--- config.mk ---
export PLATFORM = sky130hd
export DESIGN_NAME = prpd_top
export DESIGN_NICKNAME = d
export VERILOG_FILES = /design/src/inc/prpd_pkg.sv /design/src/hdl/prpd_top.sv /design/src/hdl/prpd_pfd.sv
export VERILOG_INCLUDE_DIRS = /design/src /design/src/inc
export SDC_FILE = /design/constraint.sdc
export NUM_CORES = 1
export LEC_CHECK = 0
export BUFFER_PORTS_ARGS = -buffer_cell sky130_fd_sc_hd__buf_2
export CAP_MARGIN = 5
export CORE_MARGIN = 4
export CORE_UTILIZATION = 54
export CTS_CLUSTER_SIZE = 12
export DETAILED_ROUTE_END_ITERATION = 6
export GPL_TIMING_DRIVEN = 0
export PLACE_DENSITY = 0.86
export SKIP_LAST_GASP = 1
export SLEW_MARGIN = 20
export SYNTH_ARGS = -nofsm -noshare
export SYNTH_HDL_FRONTEND = slang
export SYNTH_HIERARCHICAL = 1
export SYNTH_SLANG_ARGS = --single-unit
--- constraint.sdc ---
create_clock -name clk_sys_i -period 3.8 [get_ports clk_sys_i]
set_input_delay 0.76 -clock clk_sys_i [delete_from_list [all_inputs] [get_ports clk_sys_i]]
set_output_delay 0.76 -clock clk_sys_i [all_outputs]
set_load 0.01 [all_outputs]
--- src/inc/prpd_params.svh ---
// constants of the reference path and phase detector block: offsets, fields, resets
`ifndef PRPD_PARAMS_SVH
`define PRPD_PARAMS_SVH

// ==========================================================================
// register byte offsets on the bus
`define PRPD_OFS_CTRL      8'h00
`define PRPD_OFS_REFCFG    8'h04
`define PRPD_OFS_STATUS    8'h08

// ==========================================================================
// control register field positions
`define PRPD_CTRL_INV      7
`define PRPD_CTRL_CHOICE   6
`define PRPD_CTRL_LOCKEN   5
`define PRPD_CTRL_STANDBY_BIT     4
`define PRPD_CTRL_CURHI    3
`define PRPD_CTRL_CURLO    2
`define PRPD_CTRL_MASK     8'hfc
`define PRPD_CTRL_RST      8'h00

// ==========================================================================
// reference config register fields
`define PRPD_REF_MODE_LSB  0
`define PRPD_REF_MODE_MSB  2
`define PRPD_REF_RDIV_LSB  16
`define PRPD_RDIV_RST      16'h0005

// ==========================================================================
// reference mode codes
`define PRPD_MODE_SHUT     3'h0
`define PRPD_MODE_XTAL     3'h1
`define PRPD_MODE_QUIET    3'h2
`define PRPD_MODE_PASS     3'h3
`define PRPD_MODE_DIV2     3'h4
`define PRPD_MODE_DIV4     3'h5
`define PRPD_MODE_DIV8     3'h6
`define PRPD_MODE_DIV16    3'h7
`define PRPD_MODE_RST      `PRPD_MODE_DIV8

// ==========================================================================
// prescaler terminal counts: 65 states when control low, 64 when high
`define PRPD_PRESC_TERM65  7'h40
`define PRPD_PRESC_TERM64  7'h3f

`endif

--- src/inc/prpd_pkg.sv ---
// types shared by the reference path and phase detector block
package prpd_pkg;

	// ======================================================================
	// detector run state after standby
	typedef enum logic {
		PRPD_ST_RUN,
		PRPD_ST_RESYNC
	} prpd_state_t;

	typedef logic [2:0] prpd_mode_t;
	typedef logic [1:0] prpd_htrans_t;
	typedef logic [2:0] prpd_hsize_t;

endpackage : prpd_pkg

--- src/hdl/prpd_top.sv ---
// reference path, detector outputs, lock indicator and prescaler with an AHB-Lite register slave
//
// Overview of operation
// mode 001 runs crystal oscillator; reference divider counts unless in standby.
// standby in crystal mode keeps oscillator running, reference divider stopped.
// mode 000 stops the oscillator regardless of standby.
// mode seven drives reference input divided by sixteen on the buffer output.
// mode three passes the reference input to the buffer output undivided.
// after reset the buffer output divides by eight without any programming.
// software avoids one-to-one above 10 MHz and ratio two above 20 MHz.
// software should pick mode two when the buffer output is unused.
// invert low: sink when feedback leads, source when it lags, else float.
// invert high: source when feedback leads, sink when it lags.
// single-ended output floats when deselected or when standby is set.
// pair pulses low on feedback line when leading, reference line when lagging; invert swaps.
// when matched both pair lines stay high except one coincident short low pulse.
// pair lines rest high when disabled or in standby.
// lock indicator is the AND of the two pair lines.
// lock indicator enable bit; cleared at reset so the indicator sits low.
// prescaler divides by 65 with modulus control low, by 64 when high.
// both current-select bits high select full current; others select fractions.
// choice high enables single-ended output, pair high; low enables pair only.
// invert bit flips single-ended sense and swaps pair roles; cleared at reset.
// detector compares rising edges of divided reference and feedback, no dead zone.
//
// Chosen here: the AHB-Lite slave port and the register addresses.
`timescale 1ns/1ps
`include "prpd_params.svh"

module prpd_top #(
	parameter int RDIV_W = 13
) (
	input  wire logic                  clk_sys_i,
	input  wire logic                  rst_n_i,
	input  wire logic                  ce_i,
	// ahb-lite slave
	input  wire logic                  hsel_i,
	input  wire logic [31:0]           haddr_i,
	input  wire prpd_pkg::prpd_htrans_t htrans_i,
	input  wire logic                  hwrite_i,
	input  wire prpd_pkg::prpd_hsize_t hsize_i,
	input  wire logic [31:0]           hwdata_i,
	input  wire logic                  hready_i,
	output logic [31:0]                hrdata_o,
	output logic                       hreadyout_o,
	output logic                       hresp_o,
	// reference path
	input  wire logic                  osc_input_pin_i,
	output logic                       osc_buffer_output_o,
	output logic                       osc_enable_o,
	output logic                       divided_reference_pulse_o,
	// loop side
	input  wire logic                  divided_feedback_pulse_i,
	output logic                       single_ended_detector_out_o,
	output logic                       single_ended_detector_oe_o,
	output logic [1:0]                 detector_current_o,
	output logic                       pair_ref_n_o,
	output logic                       pair_fb_n_o,
	output logic                       lock_indicator_o,
	// prescaler
	input  wire logic                  vco_tick_i,
	input  wire logic                  modulus_ctrl_i,
	output logic                       prescaler_pulse_o
);
	import prpd_pkg::*;

	// ======================================================================
	// elaboration check: divider width must hold the reset ratio and fit the field
	if (RDIV_W < 5 || RDIV_W > 16) begin : g_bad_rdiv_w
		$error("RDIV_W must lie between 5 and 16");
	end

	// ======================================================================
	// register state
	logic [7:0]        ctrl;
	prpd_mode_t        ref_mode;
	logic [RDIV_W-1:0] rdiv;
	logic              wr_pend;
	logic [7:0]        addr_q;
	prpd_state_t       run_state;
	logic              standby_bit_q;
	logic              osc_in_q;
	logic [RDIV_W-1:0] rcnt;
	logic [2:0]        hcnt;
	logic [6:0]        pcnt;
	logic              ref_ahead;
	logic              fb_ahead;

	// ======================================================================
	// bus decode; only whole-word single transfers are expected
	wire addr_phase = hsel_i & hready_i & htrans_i[1];
	wire wr_ctrl    = wr_pend & (addr_q == `PRPD_OFS_CTRL);
	wire wr_refcfg  = wr_pend & (addr_q == `PRPD_OFS_REFCFG);

	wire [7:0]        next_ctrl  = wr_ctrl ? (hwdata_i[7:0] & `PRPD_CTRL_MASK) : ctrl;
	wire prpd_mode_t  next_mode  = wr_refcfg ? hwdata_i[`PRPD_REF_MODE_MSB:`PRPD_REF_MODE_LSB] : ref_mode;
	wire [RDIV_W-1:0] next_rdiv  = wr_refcfg ? hwdata_i[`PRPD_REF_RDIV_LSB +: RDIV_W] : rdiv;

	// ======================================================================
	// configuration fields
	wire inv     = ctrl[`PRPD_CTRL_INV];
	wire choice  = ctrl[`PRPD_CTRL_CHOICE];
	wire lock_en = ctrl[`PRPD_CTRL_LOCKEN];
	wire standby_bit    = ctrl[`PRPD_CTRL_STANDBY_BIT];

	// ======================================================================
	// read mux uses post-write values so a read right after a write sees it
	wire [7:0]  rd_addr    = haddr_i[7:0];
	wire [31:0] rd_ctrl    = {24'h000000, next_ctrl};
	wire [31:0] rd_refcfg  = {{(16 - RDIV_W){1'b0}}, next_rdiv, 13'h0000, next_mode};
	wire [31:0] rd_status  = {26'h0000000, (run_state == PRPD_ST_RESYNC), pcnt == 7'h00,
				osc_enable_o, pair_fb_n_o, pair_ref_n_o, lock_indicator_o};
	wire [31:0] rd_mux     = (rd_addr == `PRPD_OFS_CTRL)   ? rd_ctrl :
				(rd_addr == `PRPD_OFS_REFCFG) ? rd_refcfg :
				(rd_addr == `PRPD_OFS_STATUS) ? rd_status : 32'h00000000;

	// bus slave: zero wait states, always OKAY
	always_ff @(posedge clk_sys_i or negedge rst_n_i) begin
		if (!rst_n_i) begin
			wr_pend     <= 1'b0;
			addr_q      <= 8'h00;
			hrdata_o    <= 32'h00000000;
			hreadyout_o <= 1'b1;
			hresp_o     <= 1'b0;
		end else if (ce_i) begin
			wr_pend     <= addr_phase & hwrite_i;
			addr_q      <= haddr_i[7:0];
			hrdata_o    <= (addr_phase & ~hwrite_i) ? rd_mux : 32'h00000000;
			hreadyout_o <= 1'b1;
			hresp_o     <= 1'b0;
		end
	end

	// configuration registers; reset gives ratio eight, lock off, invert off
	always_ff @(posedge clk_sys_i or negedge rst_n_i) begin
		if (!rst_n_i) begin
			ctrl     <= `PRPD_CTRL_RST;
			ref_mode <= `PRPD_MODE_RST;
			rdiv     <= RDIV_W'(`PRPD_RDIV_RST);
		end else if (ce_i) begin
			ctrl     <= next_ctrl;
			ref_mode <= next_mode;
			rdiv     <= next_rdiv;
		end
	end

	// ======================================================================
	// reference input edge; the pin is taken as synchronous to the clock
	wire ref_edge = osc_input_pin_i & ~osc_in_q;

	// counting is off in shutdown mode and in standby; crystal keeps running in standby
	wire osc_run   = (ref_mode == `PRPD_MODE_XTAL);
	wire rdiv_run  = (ref_mode != `PRPD_MODE_SHUT) & ~standby_bit;
	wire [RDIV_W-1:0] rdiv_last = (rdiv == '0) ? '0 : rdiv - RDIV_W'(1);
	wire rdiv_wrap = ref_edge & rdiv_run & (rcnt >= rdiv_last);

	// ======================================================================
	// standby exit: hold the detector until the first feedback pulse jam-loads the divider
	wire standby_bit_fall = standby_bit_q & ~standby_bit;
	wire jam_load  = (run_state == PRPD_ST_RESYNC) & divided_feedback_pulse_i & ~standby_bit;
	prpd_state_t next_state;
	assign next_state = standby_bit_fall ? PRPD_ST_RESYNC :
			    jam_load  ? PRPD_ST_RUN : run_state;
	wire pfd_enable = ~standby_bit & (run_state == PRPD_ST_RUN) & ~standby_bit_fall;

	always_ff @(posedge clk_sys_i or negedge rst_n_i) begin
		if (!rst_n_i) begin
			run_state <= PRPD_ST_RUN;
			standby_bit_q    <= 1'b0;
		end else if (ce_i) begin
			run_state <= next_state;
			standby_bit_q    <= standby_bit;
		end
	end

	// reference divider and its pulse; held still in standby
	always_ff @(posedge clk_sys_i or negedge rst_n_i) begin
		if (!rst_n_i) begin
			osc_in_q                  <= 1'b0;
			rcnt                      <= '0;
			divided_reference_pulse_o <= 1'b0;
			osc_enable_o              <= 1'b0;
		end else if (ce_i) begin
			osc_in_q                  <= osc_input_pin_i;
			osc_enable_o              <= osc_run;
			divided_reference_pulse_o <= rdiv_wrap;
			if (jam_load)
				rcnt <= '0;
			else if (rdiv_wrap)
				rcnt <= '0;
			else if (ref_edge & rdiv_run)
				rcnt <= rcnt + RDIV_W'(1);
		end
	end

	// ======================================================================
	// buffer output divider: half-period count per mode, pass-through in mode three
	wire [2:0] half_last = (ref_mode == `PRPD_MODE_DIV16) ? 3'h7 :
			       (ref_mode == `PRPD_MODE_DIV8)  ? 3'h3 :
			       (ref_mode == `PRPD_MODE_DIV4)  ? 3'h1 : 3'h0;
	wire out_divides = ref_mode[2];
	wire out_passes  = (ref_mode == `PRPD_MODE_PASS);
	wire half_wrap   = ref_edge & (hcnt >= half_last);

	// modes zero to two keep the output low, which saves switching noise
	always_ff @(posedge clk_sys_i or negedge rst_n_i) begin
		if (!rst_n_i) begin
			hcnt                <= 3'h0;
			osc_buffer_output_o <= 1'b0;
		end else if (ce_i) begin
			if (out_passes) begin
				hcnt                <= 3'h0;
				osc_buffer_output_o <= osc_input_pin_i;
			end else if (out_divides) begin
				if (half_wrap) begin
					hcnt                <= 3'h0;
					osc_buffer_output_o <= ~osc_buffer_output_o;
				end else if (ref_edge) begin
					hcnt <= hcnt + 3'h1;
				end
			end else begin
				hcnt                <= 3'h0;
				osc_buffer_output_o <= 1'b0;
			end
		end
	end

	// ======================================================================
	// phase/frequency detector core
	prpd_pfd prpd_pfd_inst (
		.clk_sys_i   (clk_sys_i),
		.rst_n_i     (rst_n_i),
		.ce_i        (ce_i),
		.enable_i    (pfd_enable),
		.ref_evt_i   (divided_reference_pulse_o),
		.fb_evt_i    (divided_feedback_pulse_i),
		.ref_ahead_o (ref_ahead),
		.fb_ahead_o  (fb_ahead)
	);

	// ======================================================================
	// pair lines: feedback line pulses when feedback leads; invert swaps the lines
	wire pair_force     = choice | standby_bit;
	wire fb_line_low    = inv ? ref_ahead : fb_ahead;
	wire ref_line_low   = inv ? fb_ahead : ref_ahead;
	wire next_pair_fb_n  = pair_force | ~fb_line_low;
	wire next_pair_ref_n = pair_force | ~ref_line_low;

	// single-ended output: net error only, both flags together means float
	wire se_active  = choice & ~standby_bit;
	wire fb_leads   = fb_ahead & ~ref_ahead;
	wire fb_lags    = ref_ahead & ~fb_ahead;
	wire se_source  = inv ? fb_leads : fb_lags;
	wire se_sink    = inv ? fb_lags : fb_leads;
	wire next_se_oe = se_active & (se_source | se_sink);

	// lock is built from the next pair values so it switches with the pair, forced low while disabled
	wire next_lock  = lock_en & next_pair_fb_n & next_pair_ref_n;

	// detector outputs all registered so they switch on the same edge
	always_ff @(posedge clk_sys_i or negedge rst_n_i) begin
		if (!rst_n_i) begin
			pair_fb_n_o                 <= 1'b1;
			pair_ref_n_o                <= 1'b1;
			single_ended_detector_out_o <= 1'b0;
			single_ended_detector_oe_o  <= 1'b0;
			detector_current_o          <= 2'h0;
			lock_indicator_o            <= 1'b0;
		end else if (ce_i) begin
			pair_fb_n_o                 <= next_pair_fb_n;
			pair_ref_n_o                <= next_pair_ref_n;
			single_ended_detector_out_o <= se_source;
			single_ended_detector_oe_o  <= next_se_oe;
			detector_current_o          <= {ctrl[`PRPD_CTRL_CURHI], ctrl[`PRPD_CTRL_CURLO]};
			lock_indicator_o            <= next_lock;
		end
	end

	// ======================================================================
	// dual-modulus prescaler: terminal count picked by the modulus control
	wire [6:0] presc_term = modulus_ctrl_i ? `PRPD_PRESC_TERM64 : `PRPD_PRESC_TERM65;
	wire       presc_wrap = vco_tick_i & (pcnt >= presc_term);

	always_ff @(posedge clk_sys_i or negedge rst_n_i) begin
		if (!rst_n_i) begin
			pcnt              <= 7'h00;
			prescaler_pulse_o <= 1'b0;
		end else if (ce_i) begin
			prescaler_pulse_o <= presc_wrap;
			if (presc_wrap)
				pcnt <= 7'h00;
			else if (vco_tick_i)
				pcnt <= pcnt + 7'h01;
		end
	end

	// ======================================================================
	// checks
	a_osc_mode: assert property (@(posedge clk_sys_i) disable iff (!rst_n_i)
		ce_i |=> (osc_enable_o == ($past(ref_mode) == `PRPD_MODE_XTAL)))
		else $error("oscillator enable does not follow the reference mode");

	a_rdiv_hold: assert property (@(posedge clk_sys_i) disable iff (!rst_n_i)
		(ce_i && standby_bit) |=> (rcnt == $past(rcnt) && !divided_reference_pulse_o))
		else $error("reference divider moved during standby");

	a_div16_toggle: assert property (@(posedge clk_sys_i) disable iff (!rst_n_i)
		(ce_i && ref_mode == `PRPD_MODE_DIV16 && ref_edge && hcnt == 3'h7)
		|=> (osc_buffer_output_o != $past(osc_buffer_output_o)))
		else $error("divide-by-16 output did not toggle");

	a_pass_thru: assert property (@(posedge clk_sys_i) disable iff (!rst_n_i)
		(ce_i && ref_mode == `PRPD_MODE_PASS) |=> (osc_buffer_output_o == $past(osc_input_pin_i)))
		else $error("pass-through output differs from input");

	a_se_float: assert property (@(posedge clk_sys_i) disable iff (!rst_n_i)
		(ce_i && (!choice || standby_bit)) |=> !single_ended_detector_oe_o)
		else $error("single-ended output driven while disabled");

	a_se_sense: assert property (@(posedge clk_sys_i) disable iff (!rst_n_i)
		(ce_i && choice && !standby_bit && ref_ahead && !fb_ahead)
		|=> (single_ended_detector_oe_o && single_ended_detector_out_o == !$past(inv)))
		else $error("single-ended sense wrong for lagging feedback");

	a_pair_lead: assert property (@(posedge clk_sys_i) disable iff (!rst_n_i)
		(ce_i && !choice && !standby_bit && fb_ahead && !ref_ahead)
		|=> (($past(inv) ? !pair_ref_n_o : !pair_fb_n_o) && ($past(inv) ? pair_fb_n_o : pair_ref_n_o)))
		else $error("wrong pair line pulsed for leading feedback");

	a_pair_rest: assert property (@(posedge clk_sys_i) disable iff (!rst_n_i)
		(ce_i && (choice || standby_bit)) |=> (pair_ref_n_o && pair_fb_n_o))
		else $error("pair lines not at rest while disabled");

	a_lock_and: assert property (@(posedge clk_sys_i) disable iff (!rst_n_i)
		(ce_i && lock_en) |=> (lock_indicator_o == (pair_ref_n_o && pair_fb_n_o)))
		else $error("lock indicator is not the AND of the pair");

	a_lock_off: assert property (@(posedge clk_sys_i) disable iff (!rst_n_i)
		(ce_i && !lock_en) |=> !lock_indicator_o)
		else $error("lock indicator high while disabled");

	a_presc_modulus: assert property (@(posedge clk_sys_i) disable iff (!rst_n_i)
		(ce_i && vco_tick_i && pcnt == 7'h3f) |=> (prescaler_pulse_o == $past(modulus_ctrl_i)))
		else $error("prescaler modulus wrong at count 63");

	a_current_sel: assert property (@(posedge clk_sys_i) disable iff (!rst_n_i)
		(ce_i && ctrl[`PRPD_CTRL_CURHI] && ctrl[`PRPD_CTRL_CURLO]) |=> (detector_current_o == 2'h3))
		else $error("full current not selected");

endmodule : prpd_top

--- src/hdl/prpd_pfd.sv ---
// edge-driven phase/frequency detector core with coincident reset pulse
`timescale 1ns/1ps

module prpd_pfd (
	input  wire logic clk_sys_i,
	input  wire logic rst_n_i,
	input  wire logic ce_i,
	input  wire logic enable_i,
	input  wire logic ref_evt_i,
	input  wire logic fb_evt_i,
	output logic      ref_ahead_o,
	output logic      fb_ahead_o
);

	// ======================================================================
	// next state: an edge sets its flag, both flags together clear next cycle
	logic next_ref_ahead;
	logic next_fb_ahead;
	wire  both_set = ref_ahead_o & fb_ahead_o;

	// set wins over the overlap clear, so no edge is lost in a clear cycle
	assign next_ref_ahead = ref_evt_i | (ref_ahead_o & ~both_set);
	assign next_fb_ahead  = fb_evt_i | (fb_ahead_o & ~both_set);

	// detector flags; one cycle of overlap gives the minimum-width pulse
	always_ff @(posedge clk_sys_i or negedge rst_n_i) begin
		if (!rst_n_i) begin
			ref_ahead_o <= 1'b0;
			fb_ahead_o  <= 1'b0;
		end else if (ce_i) begin
			ref_ahead_o <= enable_i & next_ref_ahead;
			fb_ahead_o  <= enable_i & next_fb_ahead;
		end
	end

	a_edge_sets: assert property (@(posedge clk_sys_i) disable iff (!rst_n_i)
		(ce_i && enable_i && ref_evt_i) |=> ref_ahead_o)
		else $error("reference edge did not set its flag");

	a_overlap_clear: assert property (@(posedge clk_sys_i) disable iff (!rst_n_i)
		(ce_i && ref_ahead_o && fb_ahead_o && !ref_evt_i && !fb_evt_i) |=> (!ref_ahead_o && !fb_ahead_o))
		else $error("coincident flags not cleared after one cycle");

endmodule : prpd_pfd

# --- Word-level counts from Yosys, hierarchy flattened ---
# Index checks and enable logic that the tools add are counted.
# W data, S select, Z words.
word_totals:
  register_bits: 104
  inputBits: 79
  out_inout_bits: 45
  elab_cells: 129
classes:
  add_sub_neg: 4
  magnitude_cmp: 3
  eq_ne: 10
  mux: 30
  n_bitwise: 45
  n_reduce_logical: 13
ops:
  columns: ["operator", "n"]
  rows:
  - ["$mux W29", 3]
  - ["$mux W13", 5]
  - ["$and A1 B1 Y1", 28]
  - ["$mux W7", 3]
  - ["$mux W3", 6]
  - ["$eq A8 B3 Y1 const B", 2]
  - ["$logic_not A8 Y1", 2]
  - ["$add A13 B1 Y13 const B", 1]
  - ["$ge A13 B13 Y1", 1]
  - ["$logic_not A13 Y1", 1]
  - ["$sub A13 B1 Y13 const B", 1]
  - ["$not A1 Y1", 11]
  - ["$mux W1", 10]
  - ["$reduce_and A2 Y1", 5]
  - ["$eq A3 B3 Y1 const B", 3]
  - ["$eq A8 B4 Y1 const B", 1]
  - ["$mux W8", 1]
  - ["$add A7 B1 Y7 const B", 1]
  - ["$ge A7 B7 Y1", 1]
  - ["$logic_not A7 Y1", 1]
  - ["$mux W6", 1]
  - ["$or A1 B1 Y1", 6]
  - ["$reduce_bool A3 Y1", 2]
  - ["$ne A4 B1 Y1 const B", 1]
  - ["7 further kinds", 8]

# --- Depth between registers and ports, before layout ---
# Gate-level depths: netlist of the first run.
logic_depth:
  ltp_word: 9
  mapped_depth: 13
  depth_no_buf: 12

# --- Modules after synthesis ---
# Netlist of the first run, hierarchy kept.
modules_own_cells:
  columns: ["module", "instances", "cells_each", "area_each_um2", "seq_area_each_um2"]
  rows:
  - ["prpd_top", 1, 485, 5216.3, 2284.7]
  - ["prpd_pfd", 1, 7, 83.8, 50.0]

# --- Worst setup path after synthesis of the first run ---
# Ideal clock, no wire load.
synth_timing:
  path_kind: "flip-flop to flip-flop"
  startpoint: "register rdiv[6]"
  endpoint: "register rcnt[2]"
  setup_time_ps: 141
  arrival_time_ps: 2842
  setup_slack_ps: 817
  path_stages_with_launch: 12
  synth_period_minus_slack_ps: 2983
  path_cell_list: "dfrtp_1 or4_4 nor3_4 nand3_2 or2_4 and2_1 ha_1 nor3b_1 o211ai_1 nand4_1 a31oi_1 nor2_1"
synth_between:
  elab_chain_len: 6
synth_rtl:
  columns: ["element", "line_no", "text"]
  rows:
  - ["start, declared", "prpd_top.sv:77", "logic [RDIV_W-1:0] rdiv;"]
  - ["start signal, assigned", "prpd_top.sv:139", "rdiv <= RDIV_W'(`PRPD_RDIV_RST);"]
  - ["start signal, assigned", "prpd_top.sv:143", "rdiv <= next_rdiv;"]
  - ["$sub A13 B1 Y13 / $logic_not A13 Y1 (equally long branches)", "prpd_top.sv:154", "wire [RDIV_W-1:0] rdiv_last = (rdiv == '0) ? '0 : rdiv - RDIV_W'(1);"]
  - ["$mux W13 *", "prpd_top.sv:154", null]
  - ["$ge A13 B13 Y1 *", "prpd_top.sv:155", "wire rdiv_wrap = ref_edge & rdiv_run & (rcnt >= rdiv_last);"]
  - ["$and A1 B1 Y1 *", "prpd_top.sv:155", null]
  - ["$reduce_bool A3 Y1 (no line) / $mux W13 (equally long branches)", null, null]
  - ["$reduce_and A2 Y1 (no line) / $mux W13 (equally long branches)", null, null]
  - ["end signal, assigned", "prpd_top.sv:192", "rcnt <= rcnt + RDIV_W'(1);"]
  - ["end, declared", "prpd_top.sv:83", "logic [RDIV_W-1:0] rcnt;"]
# Mark *: on every way between the ends. The rest lies on a longest branch, timed or not.
# A chain may end at the register's enable or synchronous reset.

# --- Worst setup path in the final report of the first run ---
# Same ends and word-level chain as after synthesis.

==> out/metrics.yaml, run 1 <==
worst_setup_path:
  reg2reg_depth: 12
  cp_max_fo: 10
  cp-endpoint: "rcnt[2]"
  reg2reg_slack_ns: 0.28
  slowest_delay_ns: 0.66
  path_cells: "or4_4 -> nor3_4 -> nand3_2 -> or2_4 -> buf_6 -> nand2_1 -> ha_1 -> nand4_1 -> nor2_1 -> nand4_1 -> a31oi_1 -> nor2_1"
  worstPathRequired_ns: 4.02
  cp_slowest_cell: "a31oi_1"
  timing.critical_path.from: "rdiv[6]"
  startpoint_type: "register"
  critical_path_class: "register to register"
  r2r-start: "rdiv[6]"
  r2r_end: "rcnt[2]"
  critPathArrivalTime_ns: 3.75
  endpoint_kind: "register"
place:
  place_area_um2: 5890
  gp_congestion: 0.884
  port_buffers: 71
  post-dp-hpwl_um: 9210
  dpl.cell_count: 704
flow_run:
  maxCapViolations: 0
route:
  drt_iter0_drc: 247
  routed_wl_um: 12400
  wl_per_cell_um: 17.2
  firstDrtPassIters: 5
  route.detailed.drc: 0
  antenna_left: 0
  dr_total_vias: 4209
  vias_per_cell: 5.85
timing:
  hold_viol_final: 0
  skew_ns: 0.0160
  grt_setup_unrepaired: "no"
  worstMarginPinSlew_ns: 0.812
  finalSetupViolations: 0
  max_freq_ghz: 0.284
  fin_crit_sh_pct: 92.7
  slew_headroom_pct: 45.6
  min_period_ns: 3.52
  fin_tns_setup_ns: 0
  slew_violations: 0
synthesis:
  yosys_most_used_dff: "dfrtp_1"
  ys_ff_latch: 93
  avgSynthCellArea_um2: 10.8
  netlist_area_um2: 5300
  synth_edf_count: 0
  async_flop_share_pct: 100
  synth_commonest_cells: "87 x dfrtp_1, 38 x nand2_1, 36 x mux2_2"
  synth_area_leaders: "dfrtp_1 41%, mux2_2 7.6%, ha_1 7.1%, mux2i_1 4.9%, dfstp_2 3.0%"
  syn-instance-count: 492
  synth_most_common_cell: "dfrtp_1"
  yosysSeqAreaShare_pct: 44.1
  yosys.area.top_type_share_pct: 41.1
  yosysUniqueCellTypes: 69
  synth_top_cell_by_area: "dfrtp_1"
  ys_warn_count: 6
clocking:
  cts_resized: 0
  ctsRootBufferMaster: "clkbuf_8"
  cts_setup_buffers: 0
  cts_made_buffers: 9
  clock-sinks: 93
  clk_pin_slew_worst_paths_ns: 0.10
  clock_latency_ns: 0.37
  cts_tree: "built"
  clockBufferDepth: 2
  htreeDepth: 3
  hold_buffers: 0
finish:
  area_delta_synth_final_pct: 15.1
  final_nets: 695
  diodes: 0
  fill_cells: 743
  drive_gt1_share_pct: 28.9
  final_cells: 720
  final_area_um2: 6100
die:
  dieArea_um2: 11500
  floorplan.initialDensity_pct: 56.3
  core-area_um2: 9420
  dieHeight_um: 107
  num_io_pins: 124
  die-width_um: 107
  num_rows: 35
global_routing:
  antenna_found_initial: 0
  gr-total-overflow: 0
  grt_max_degree: 66
  grt_pass1_vias: 4241
  grt_pass1_wl_um: 20600
  track_usage_pct: 22.1
power:
  power.total_mw: 2.12
  power.density_nw_per_um2: 348
  power_leakage_nw: 3.04
  ir_drop_mv: 0.261
outcome:
  status: "finished clean"
worst_hold_path:
  hold_path_class: "input pin to async pin"
-- power breakdown --
part	internal (mW)	switching (mW)
Sequential	1.03	0.0506
Combinational	0.140	0.188
Clock	0.328	0.382
-- state kept, by name, summed over array words and instances (netlist names), 2 cells and up --
| register | flops |
|---|---|
| rdiv | 13 |
| hrdata_o | 21 |
| pcnt | 7 |
| detector_current_o | 2 |
| rcnt | 13 |
| addr_q | 8 |
| hcnt | 3 |
| ctrl | 8 |
| ref_mode | 3 |
-- layer usage --
layer,wire length [µm],vias to the layer above,global-route usage (%)
met3,611,13,4.09
met1,5270,2104,28.8
met2,6330,130,38.1
li1,-,1962,-
met5,0,-,0
met4,141,0,5.57
-- cells in the final DEF (no fill, tap or decap), types with 5 or more instances in the layout --
master	instances
a21o_1	7
and2_1	6
nand2b_1	7
conb_1	13
o2bb2ai_1	18
xor2_1	15
ha_1	30
o21ai_0	14
dfrtp_1	87
o211ai_1	5
mux2_2	36
dfstp_2	6
nand3_1	12
buf_2	75
nor3_1	7
buf_4	14
mux2i_1	26
a21oi_1	17
nand2_1	38
clkbuf_8	10
nand4_1	15
inv_1	19
clkbuf_1	5
nor2_1	20
-- area by class of cell --
| cell class | count | area (µm²) | share of cell area [%] |
|---|---|---|---|
| Multi-Input combinational cell | 361 | 2760 | 45.2 |
| Sequential cell | 93 | 2330 | 38.3 |
| Timing Repair Buffer | 72 | 389 | 6.38 |
| Buffer | 29 | 176 | 2.89 |
| Tap cell | 129 | 161 | 2.65 |
| Clock buffer | 10 | 138 | 2.26 |
| Inverter | 20 | 75.1 | 1.23 |
| Clock inverter | 6 | 71.3 | 1.17 |
-- logic make-up (layout without fill, tap and decap cells) --
group           count (synthesis)  after routing  share of synthesized area, %
xor+xnor                       19             19                          3.14
fa+ha+maj                      30             30                          7.08
compound gates                 93             93                          12.8
flops                          93             93                          44.1
mux                            62             62                          12.6
simple gates                  144            144                          15.5
buf+inv                        49            137                          4.74
other cells                     2             13                         0.142
-- critical path, delay by kind of cell, from the launching register on --
kind,cells,cell delay [ns]
AO/OA/AOI/OAI,1,0.66
adder cells (fa/ha/maj),1,0.14
buffers and inverters,1,0.14
flip-flops,1,0.44
AND/OR/NAND/NOR,9,1.98
-- how the worst min path moves through the flow --
stage	startpoint	end
final	rst_n_i	hrdata_o[21]
after global routing	rst_n_i	rcnt[11]
after CTS	rst_n_i	hrdata_o[21]
after detailed placement	single_ended_detector_oe_o	single_ended_detector_oe_o
after global placement	single_ended_detector_oe_o	single_ended_detector_oe_o
after floorplan	ctrl[0]	ctrl[0]
-- stage by stage --
step	utilization, %	hold WS (ns)	setup WS, ns
CTS	64.8	0.252	0.280
global route	64.8	0.261	0.0364
floorplan	-	0.445	0.817
global placement	62.2	0.461	0.441
detailed placement	62.6	0.464	0.314
finish	64.8	0.253	0.276
No activity file was read; power rests on OpenSTA's default activity.
==> run 2: changes to the inputs <==
- ABC_AREA: unset -> 1
- CORE_UTILIZATION: 54 -> 55
- PLACE_DENSITY: 0.86 -> 0.87
==> run 2 against run 1 <==
  * Die area grew 1.2%
  * Clock skew shrank 0.0017 ns
  * Total power grew 19%
  * Global-route usage grew 1.6 points
  * Critical endpoint is now rcnt[5]
  * Largest cell class unchanged
==> out/metrics.yaml, run 2 <==
outcome:
  status: "finished clean"
synthesis:
  post_synth_and_or_nand_nor_area_fraction_pct: 27.6
  netlist_area_um2: 5470
  yosys.area.top_type_share_pct: 39.8
  synthXorXnorAreaFrac_pct: 2.24
  synth_top_cell_by_area: "dfrtp_1"
  yosysSeqAreaShare_pct: 42.7
  ys_warn_count: 6
  synth_commonest_cells: "225 x nand2_1, 87 x dfrtp_1, 83 x inv_1"
  avgSynthCellArea_um2: 7.55
  synthAdderAreaFrac_pct: 6.86
  yosysUniqueCellTypes: 41
  synth_area_leaders: "dfrtp_1 40%, nand2_1 15%, ha_1 6.9%, o21ai_0 6.5%, inv_1 5.7%"
  syn-instance-count: 725
  synth_edf_count: 0
  async_flop_share_pct: 100
  synth_most_common_cell: "nand2_1"
  muxShareOfSynthArea_pct: 0
  synth_compound_gate_area_share_pct: 11.2
  yosys_most_used_dff: "dfrtp_1"
  synth_top_family_by_area: "simple AND/OR/NAND/NOR gates"
  ys_ff_latch: 93
timing:
  slew_headroom_pct: 61.6
  worstMarginPinSlew_ns: 0.576
  grt_setup_unrepaired: "no"
  fin_tns_setup_ns: 0
  finalSetupViolations: 0
  hold_viol_final: 0
  skew_ns: 0.0143
  max_freq_ghz: 0.333
  fin_crit_sh_pct: 79.0
  min_period_ns: 3.00
  slew_violations: 0
finish:
  diodes: 0
  fill_cells: 837
  drive_gt1_share_pct: 16.6
  area_delta_synth_final_pct: 14.2
  final_core_util_pct: 64.2
  reg.largest.list: "hrdata_o: 21 flops, rcnt: 13 flops, rdiv: 13 flops"
  layout_common_cells: "225 x nand2_1, 87 x dfrtp_1, 83 x inv_1"
  final_nets: 928
  largest_reg_flops: 21
  top_register: "hrdata_o"
  final_area_um2: 6250
  layout_commonest_cell: "nand2_1"
place:
  gp_congestion: 0.908
  port_buffers: 71
  place_area_um2: 6070
  post-dp-hpwl_um: 10100
clocking:
  hold_buffers: 0
  clk_pin_slew_worst_paths_ns: 0.10
  cts_tree: "built"
  clock-sinks: 93
  cts_made_buffers: 9
  cts_setup_buffers: 0
  cts_resized: 0
  clockBufferDepth: 2
  htreeDepth: 3
  ctsRootBufferMaster: "clkbuf_8"
  clock_latency_ns: 0.38
global_routing:
  grt_pass1_wl_um: 21900
  grt_max_degree: 71
  gr-usage-met2_pct: 39.0
  antenna_found_initial: 0
  grt_util_met3_pct: 5.88
  gr-total-overflow: 0
  grt_pass1_vias: 4718
  use_met1_pct: 31.2
  grt-busiest-layer: "met2"
  track_usage_pct: 23.8
route:
  routed_wl_um: 13100
  drt_iter0_drc: 463
  wl_per_cell_um: 13.7
  dr_total_vias: 5043
  firstDrtPassIters: 7
  antenna_left: 0
  vias_per_cell: 5.27
  route.detailed.drc: 0
die:
  floorplan.initialDensity_pct: 56.2
  num_io_pins: 124
  die-width_um: 108
  core-area_um2: 9730
  dieHeight_um: 108
  num_rows: 36
  dieArea_um2: 11600
power:
  power.density_nw_per_um2: 403
  ir_drop_mv: 0.232
  power_leakage_nw: 3.34
  power.total_mw: 2.52
worst_setup_path:
  worstPathRequired_ns: 4.09
  critPathArrivalTime_ns: 3.30
  endpoint_kind: "register"
  cp_max_fo: 10
  critical_path_class: "register to register"
  startpoint_type: "register"
worst_hold_path:
  hold_path_class: "input pin to async pin"
flow_run:
  maxCapViolations: 0
-- run 2: logic make-up after synthesis --
kind of cell / Yosys count
xor gates and xnor gates: 14
and+or+nand+nor: 349
buffers and inverters: 119
adders and majority gates: 30
DFF: 93
AOI/OAI and AO/OA: 118
other: 2
-- run 2: cell type report --
| cell class | instances | area (µm²) | area share, % |
|---|---|---|---|
| multi-input combinational | 524 | 2670 | 42.7 |
| inverter | 91 | 342 | 5.47 |
| buffer | 28 | 168 | 2.68 |
| timing repair buffer | 72 | 389 | 6.23 |
| tap | 133 | 166 | 2.66 |
| clock inverter | 6 | 55.1 | 0.881 |
| sequential | 93 | 2330 | 37.4 |
| clock buffer | 10 | 128 | 2.04 |
-- run 2: power by group --
part | switching, mW | leakage (nW) | total, mW | internal (mW)
Combinational | 0.439 | 2.02 | 0.699 | 0.261
Sequential | 0.0986 | 1.23 | 1.19 | 1.09
Clock | 0.380 | 0.0869 | 0.630 | 0.251
-- run 2: worst max-delay path, stage by stage, from the launching register on --
cell and delay, ns:
dfstp_2 0.38, inv_1 0.11, ha_1 0.22, nand3_1 0.14
nor2_1 0.40, nand3_2 0.27, o21ai_0 0.16, ha_1 0.25
nand2_1 0.11, nor2_1 0.07, nand2_1 0.06, nand3_1 0.08
nand2_1 0.08, nand3_1 0.07, nand2_1 0.16, nand2_2 0.19
a21oi_1 0.17
-- run 2: worst paths after layout --
path	start	end	depth (start not counted)	slack, ns
min reg2reg	hrdata_o[17]	hrdata_o[17]	2	0.48
min in group clk_sys_i	hrdata_o[17]	hrdata_o[17]	2	0.48
min	rst_n_i	hrdata_o[26]	1	0.23
max	rdiv[0]	rcnt[5]	16	0.80
max in group asynchronous	rst_n_i	rdiv[0]	2	2.91
max reg2reg	rdiv[0]	rcnt[5]	16	0.80
-- run 2: stage by stage --
step / instances / hold WS [ns] / setup slack (ns)
floorplan: 736 / 0.436 / 1.34
global placement: 940 / 0.453 / 0.920
detailed placement: 941 / 0.467 / 0.843
CTS: 957 / 0.232 / 0.835
global route: 957 / 0.228 / 0.496
finish: 957 / 0.230 / 0.797
-- run 2: per-layer routing --
| metal | wire, µm | share of wire (%) | vias to the layer above |
|---|---|---|---|
| met5 | 0 | 0 | - |
| li1 | - | - | 2498 |
| met1 | 5750 | 44 | 2341 |
| met2 | 6220 | 47 | 176 |
| met3 | 840 | 6.4 | 28 |
| met4 | 293 | 2.2 | 0 |
==> run 3: changes to the inputs <==
- CORE_UTILIZATION: 55 -> 49
- PLACE_DENSITY: 0.87 -> 0.82
- clock period: 3.8 -> 2.41 ns (I/O delays scaled with it)
==> run 3 against run 2 <==
  * Final cell count is 2.4% higher
  * Critical path type unchanged
  * Global-route usage is 2.5 points lower
  * Sequential share of layout area is 2.6 points lower
  * Critical endpoint unchanged
  * Combinational power is 110% higher
  * Fmax is 16% higher
  * The flow now finishes with violations (setup timing)
==> out/metrics.yaml, run 3 (same netlist as run 2, synthesis figures left out) <==
outcome:
  status: "complete, but fails checks"
  violations: "setup timing"
finish:
  top_register: "hrdata_o"
  final_nets: 944
  fill_cells: 905
  layout_common_cells: "217 x nand2_1, 87 x dfrtp_1, 76 x inv_1"
  largest_reg_flops: 21
  reg.largest.list: "hrdata_o: 21 flops, rcnt: 13 flops, rdiv: 13 flops"
  drive_gt1_share_pct: 23.6
  final_area_um2: 6720
  area_delta_synth_final_pct: 22.9
  layout_commonest_cell: "nand2_1"
  diodes: 0
worst_setup_path:
  crit_family: "simple AND/OR/NAND/NOR gates"
  r2r-start: "rdiv[0]"
  cp_slowest_cell: "dfstp_2"
  path_depth: 18
  startpoint_type: "register"
  slowest_delay_ns: 0.57
  reg2reg_slack_ns: -0.18
  endpoint_kind: "register"
  cp_max_fo: 6
  path_cells: "inv_4 -> ha_4 -> nand3_4 -> nor2_4 -> buf_6 -> nand2_4 -> nor2_4 -> or2_4 -> ha_4 -> nand2_2 -> nor2_1 -> nand2_1 -> nor2_2 -> nor2_2 -> nand3_4 -> nand2_8 -> nand2_8 -> a21oi_4"
  worstPathRequired_ns: 2.64
  r2r_end: "rcnt[5]"
  cp-endpoint: "rcnt[5]"
  critical_path_class: "register to register"
  critPathArrivalTime_ns: 2.82
  reg2reg_depth: 18
  crit_buf_inv: 2
  timing.critical_path.from: "rdiv[0]"
power:
  power_leakage_nw: 3.47
  swShare_pct: 36.5
  ir_drop_mv: 0.325
  intPower_mw: 2.79
  sequentialPowerShare_pct: 43.0
  p_switching_mw: 1.60
  clockPowerShare_pct: 23.6
  power.density_nw_per_um2: 654
  pwr-share-comb_pct: 33.3
place:
  gp_congestion: 0.900
  port_buffers: 71
  place_area_um2: 6090
  post-dp-hpwl_um: 10100
  pre_cts_ws_ns: -0.403
timing:
  hold_ws_ns: 0.337
  layout_setup_ws_ns: -0.176
  worstMarginPinSlew_ns: 0.590
  skew_ns: 0.00895
  finalSetupViolations: 14
  slew_violations: 0
  min_period_ns: 2.59
  hold_viol_final: 0
  grt_setup_unrepaired: "yes"
  max_freq_ghz: 0.387
  slew_headroom_pct: 60.7
  fin_crit_sh_pct: 107
clocking:
  cts_tree: "built"
  htreeDepth: 3
  clock_latency_ns: 0.36
  ctsRootBufferMaster: "clkbuf_8"
  cts_made_buffers: 9
  clockBufferDepth: 2
  clk_pin_slew_worst_paths_ns: 0.09
  clock-sinks: 93
route:
  route.detailed.drc: 0
  drt_iter0_drc: 470
  vias_per_cell: 5.24
  dr_total_vias: 5135
  antenna_left: 0
  wl_per_cell_um: 14.6
  routed_wl_um: 14300
  firstDrtPassIters: 5
die:
  dieArea_um2: 12900
  num_rows: 38
  die-width_um: 114
  num_io_pins: 124
  dieHeight_um: 114
  core-area_um2: 10900
  floorplan.initialDensity_pct: 50.2
worst_hold_path:
  hold-path-cell-count: 3
  hold_path_class: "input pin to register"
global_routing:
  gr-total-overflow: 0
  antenna_found_initial: 0
  grt_pass1_vias: 4598
  track_usage_pct: 21.3
  grt_pass1_wl_um: 22100
  grt_max_degree: 83
flow_run:
  maxCapViolations: 0
==> run 3: worst min-delay path by stage <==
| stage | from | endpoint | slack [ns] |
|---|---|---|---|
| 3_3_place_gp | ctrl[1] | ctrl[1] | 0.45 |
| 4_1_cts | haddr_i[6] | addr_q[6] | 0.33 |
| 3_5_place_dp | rst_n_i | hrdata_o[23] | 0.31 |
| 2_1_floorplan | rst_n_i | addr_q[0] | 0.19 |
| 6_report | haddr_i[6] | addr_q[6] | 0.34 |
| 5_1_grt | haddr_i[6] | addr_q[6] | 0.35 |
==> run 3: worst min-delay path: stages <==
cell and delay, ns:
buf_2 0.09, nand2_1 0.04, o21ai_0 0.06
==> run 3: per-layer routing <==
| layer | track usage (%) | part of all wire (%) | vias to the layer above |
|---|---|---|---|
| met5 | 0 | 0 | - |
| met4 | 5.45 | 1.9 | 0 |
| met3 | 3.24 | 6.5 | 24 |
| met2 | 34.5 | 48 | 192 |
| met1 | 30.2 | 43 | 2385 |
| li1 | - | - | 2534 |
==> run 3: layout make-up <==
| type | count | area (µm²) | area share, % |
|---|---|---|---|
| clock inverters | 5 | 58.8 | 0.875 |
| flip-flops and latches | 93 | 2330 | 34.7 |
| multi-input cells | 526 | 3010 | 44.7 |
| inverters | 91 | 344 | 5.12 |
| clock buffers | 11 | 131 | 1.95 |
| plain buffers | 28 | 168 | 2.49 |
| well taps | 140 | 175 | 2.61 |
| repair buffers | 86 | 504 | 7.50 |
==> run 3: what timing repair did <==
item | 4_1_cts | 5_1_grt
pin swaps | 19 | 21
gates resized for setup | 36 | 32
gates cloned | 2 | 0
hold endpoints to repair | 11 | 0
hold buffers | 1 | 0
endpoints found under the setup margin | 14 | 14
setup buffers | 5 | 8
==> run 3: metrics by stage <==
step                      TNS [ns]  instances  utilization [%]  power, mW
after floorplan                  0        736                -       2.67
after global placement       -5.20        947             55.6       2.96
after detailed placement     -4.57        948             55.9       3.00
after CTS                        0        972             59.6       4.17
after global routing         -3.38        980             61.7       4.67
final                        -1.94        980             61.7       4.40
==> run 3: power groups by stage <==
| stage | Clock, mW | Sequential, mW | Combinational (mW) |
|---|---|---|---|
| 2_1_floorplan | 0 | 1.87 | 0.800 |
| 3_3_place_gp | 0 | 1.90 | 1.07 |
| 3_5_place_dp | 0 | 1.90 | 1.10 |
| 4_1_cts | 1.05 | 1.88 | 1.24 |
| 5_1_grt | 1.13 | 1.91 | 1.63 |
| 6_report | 1.04 | 1.89 | 1.47 |
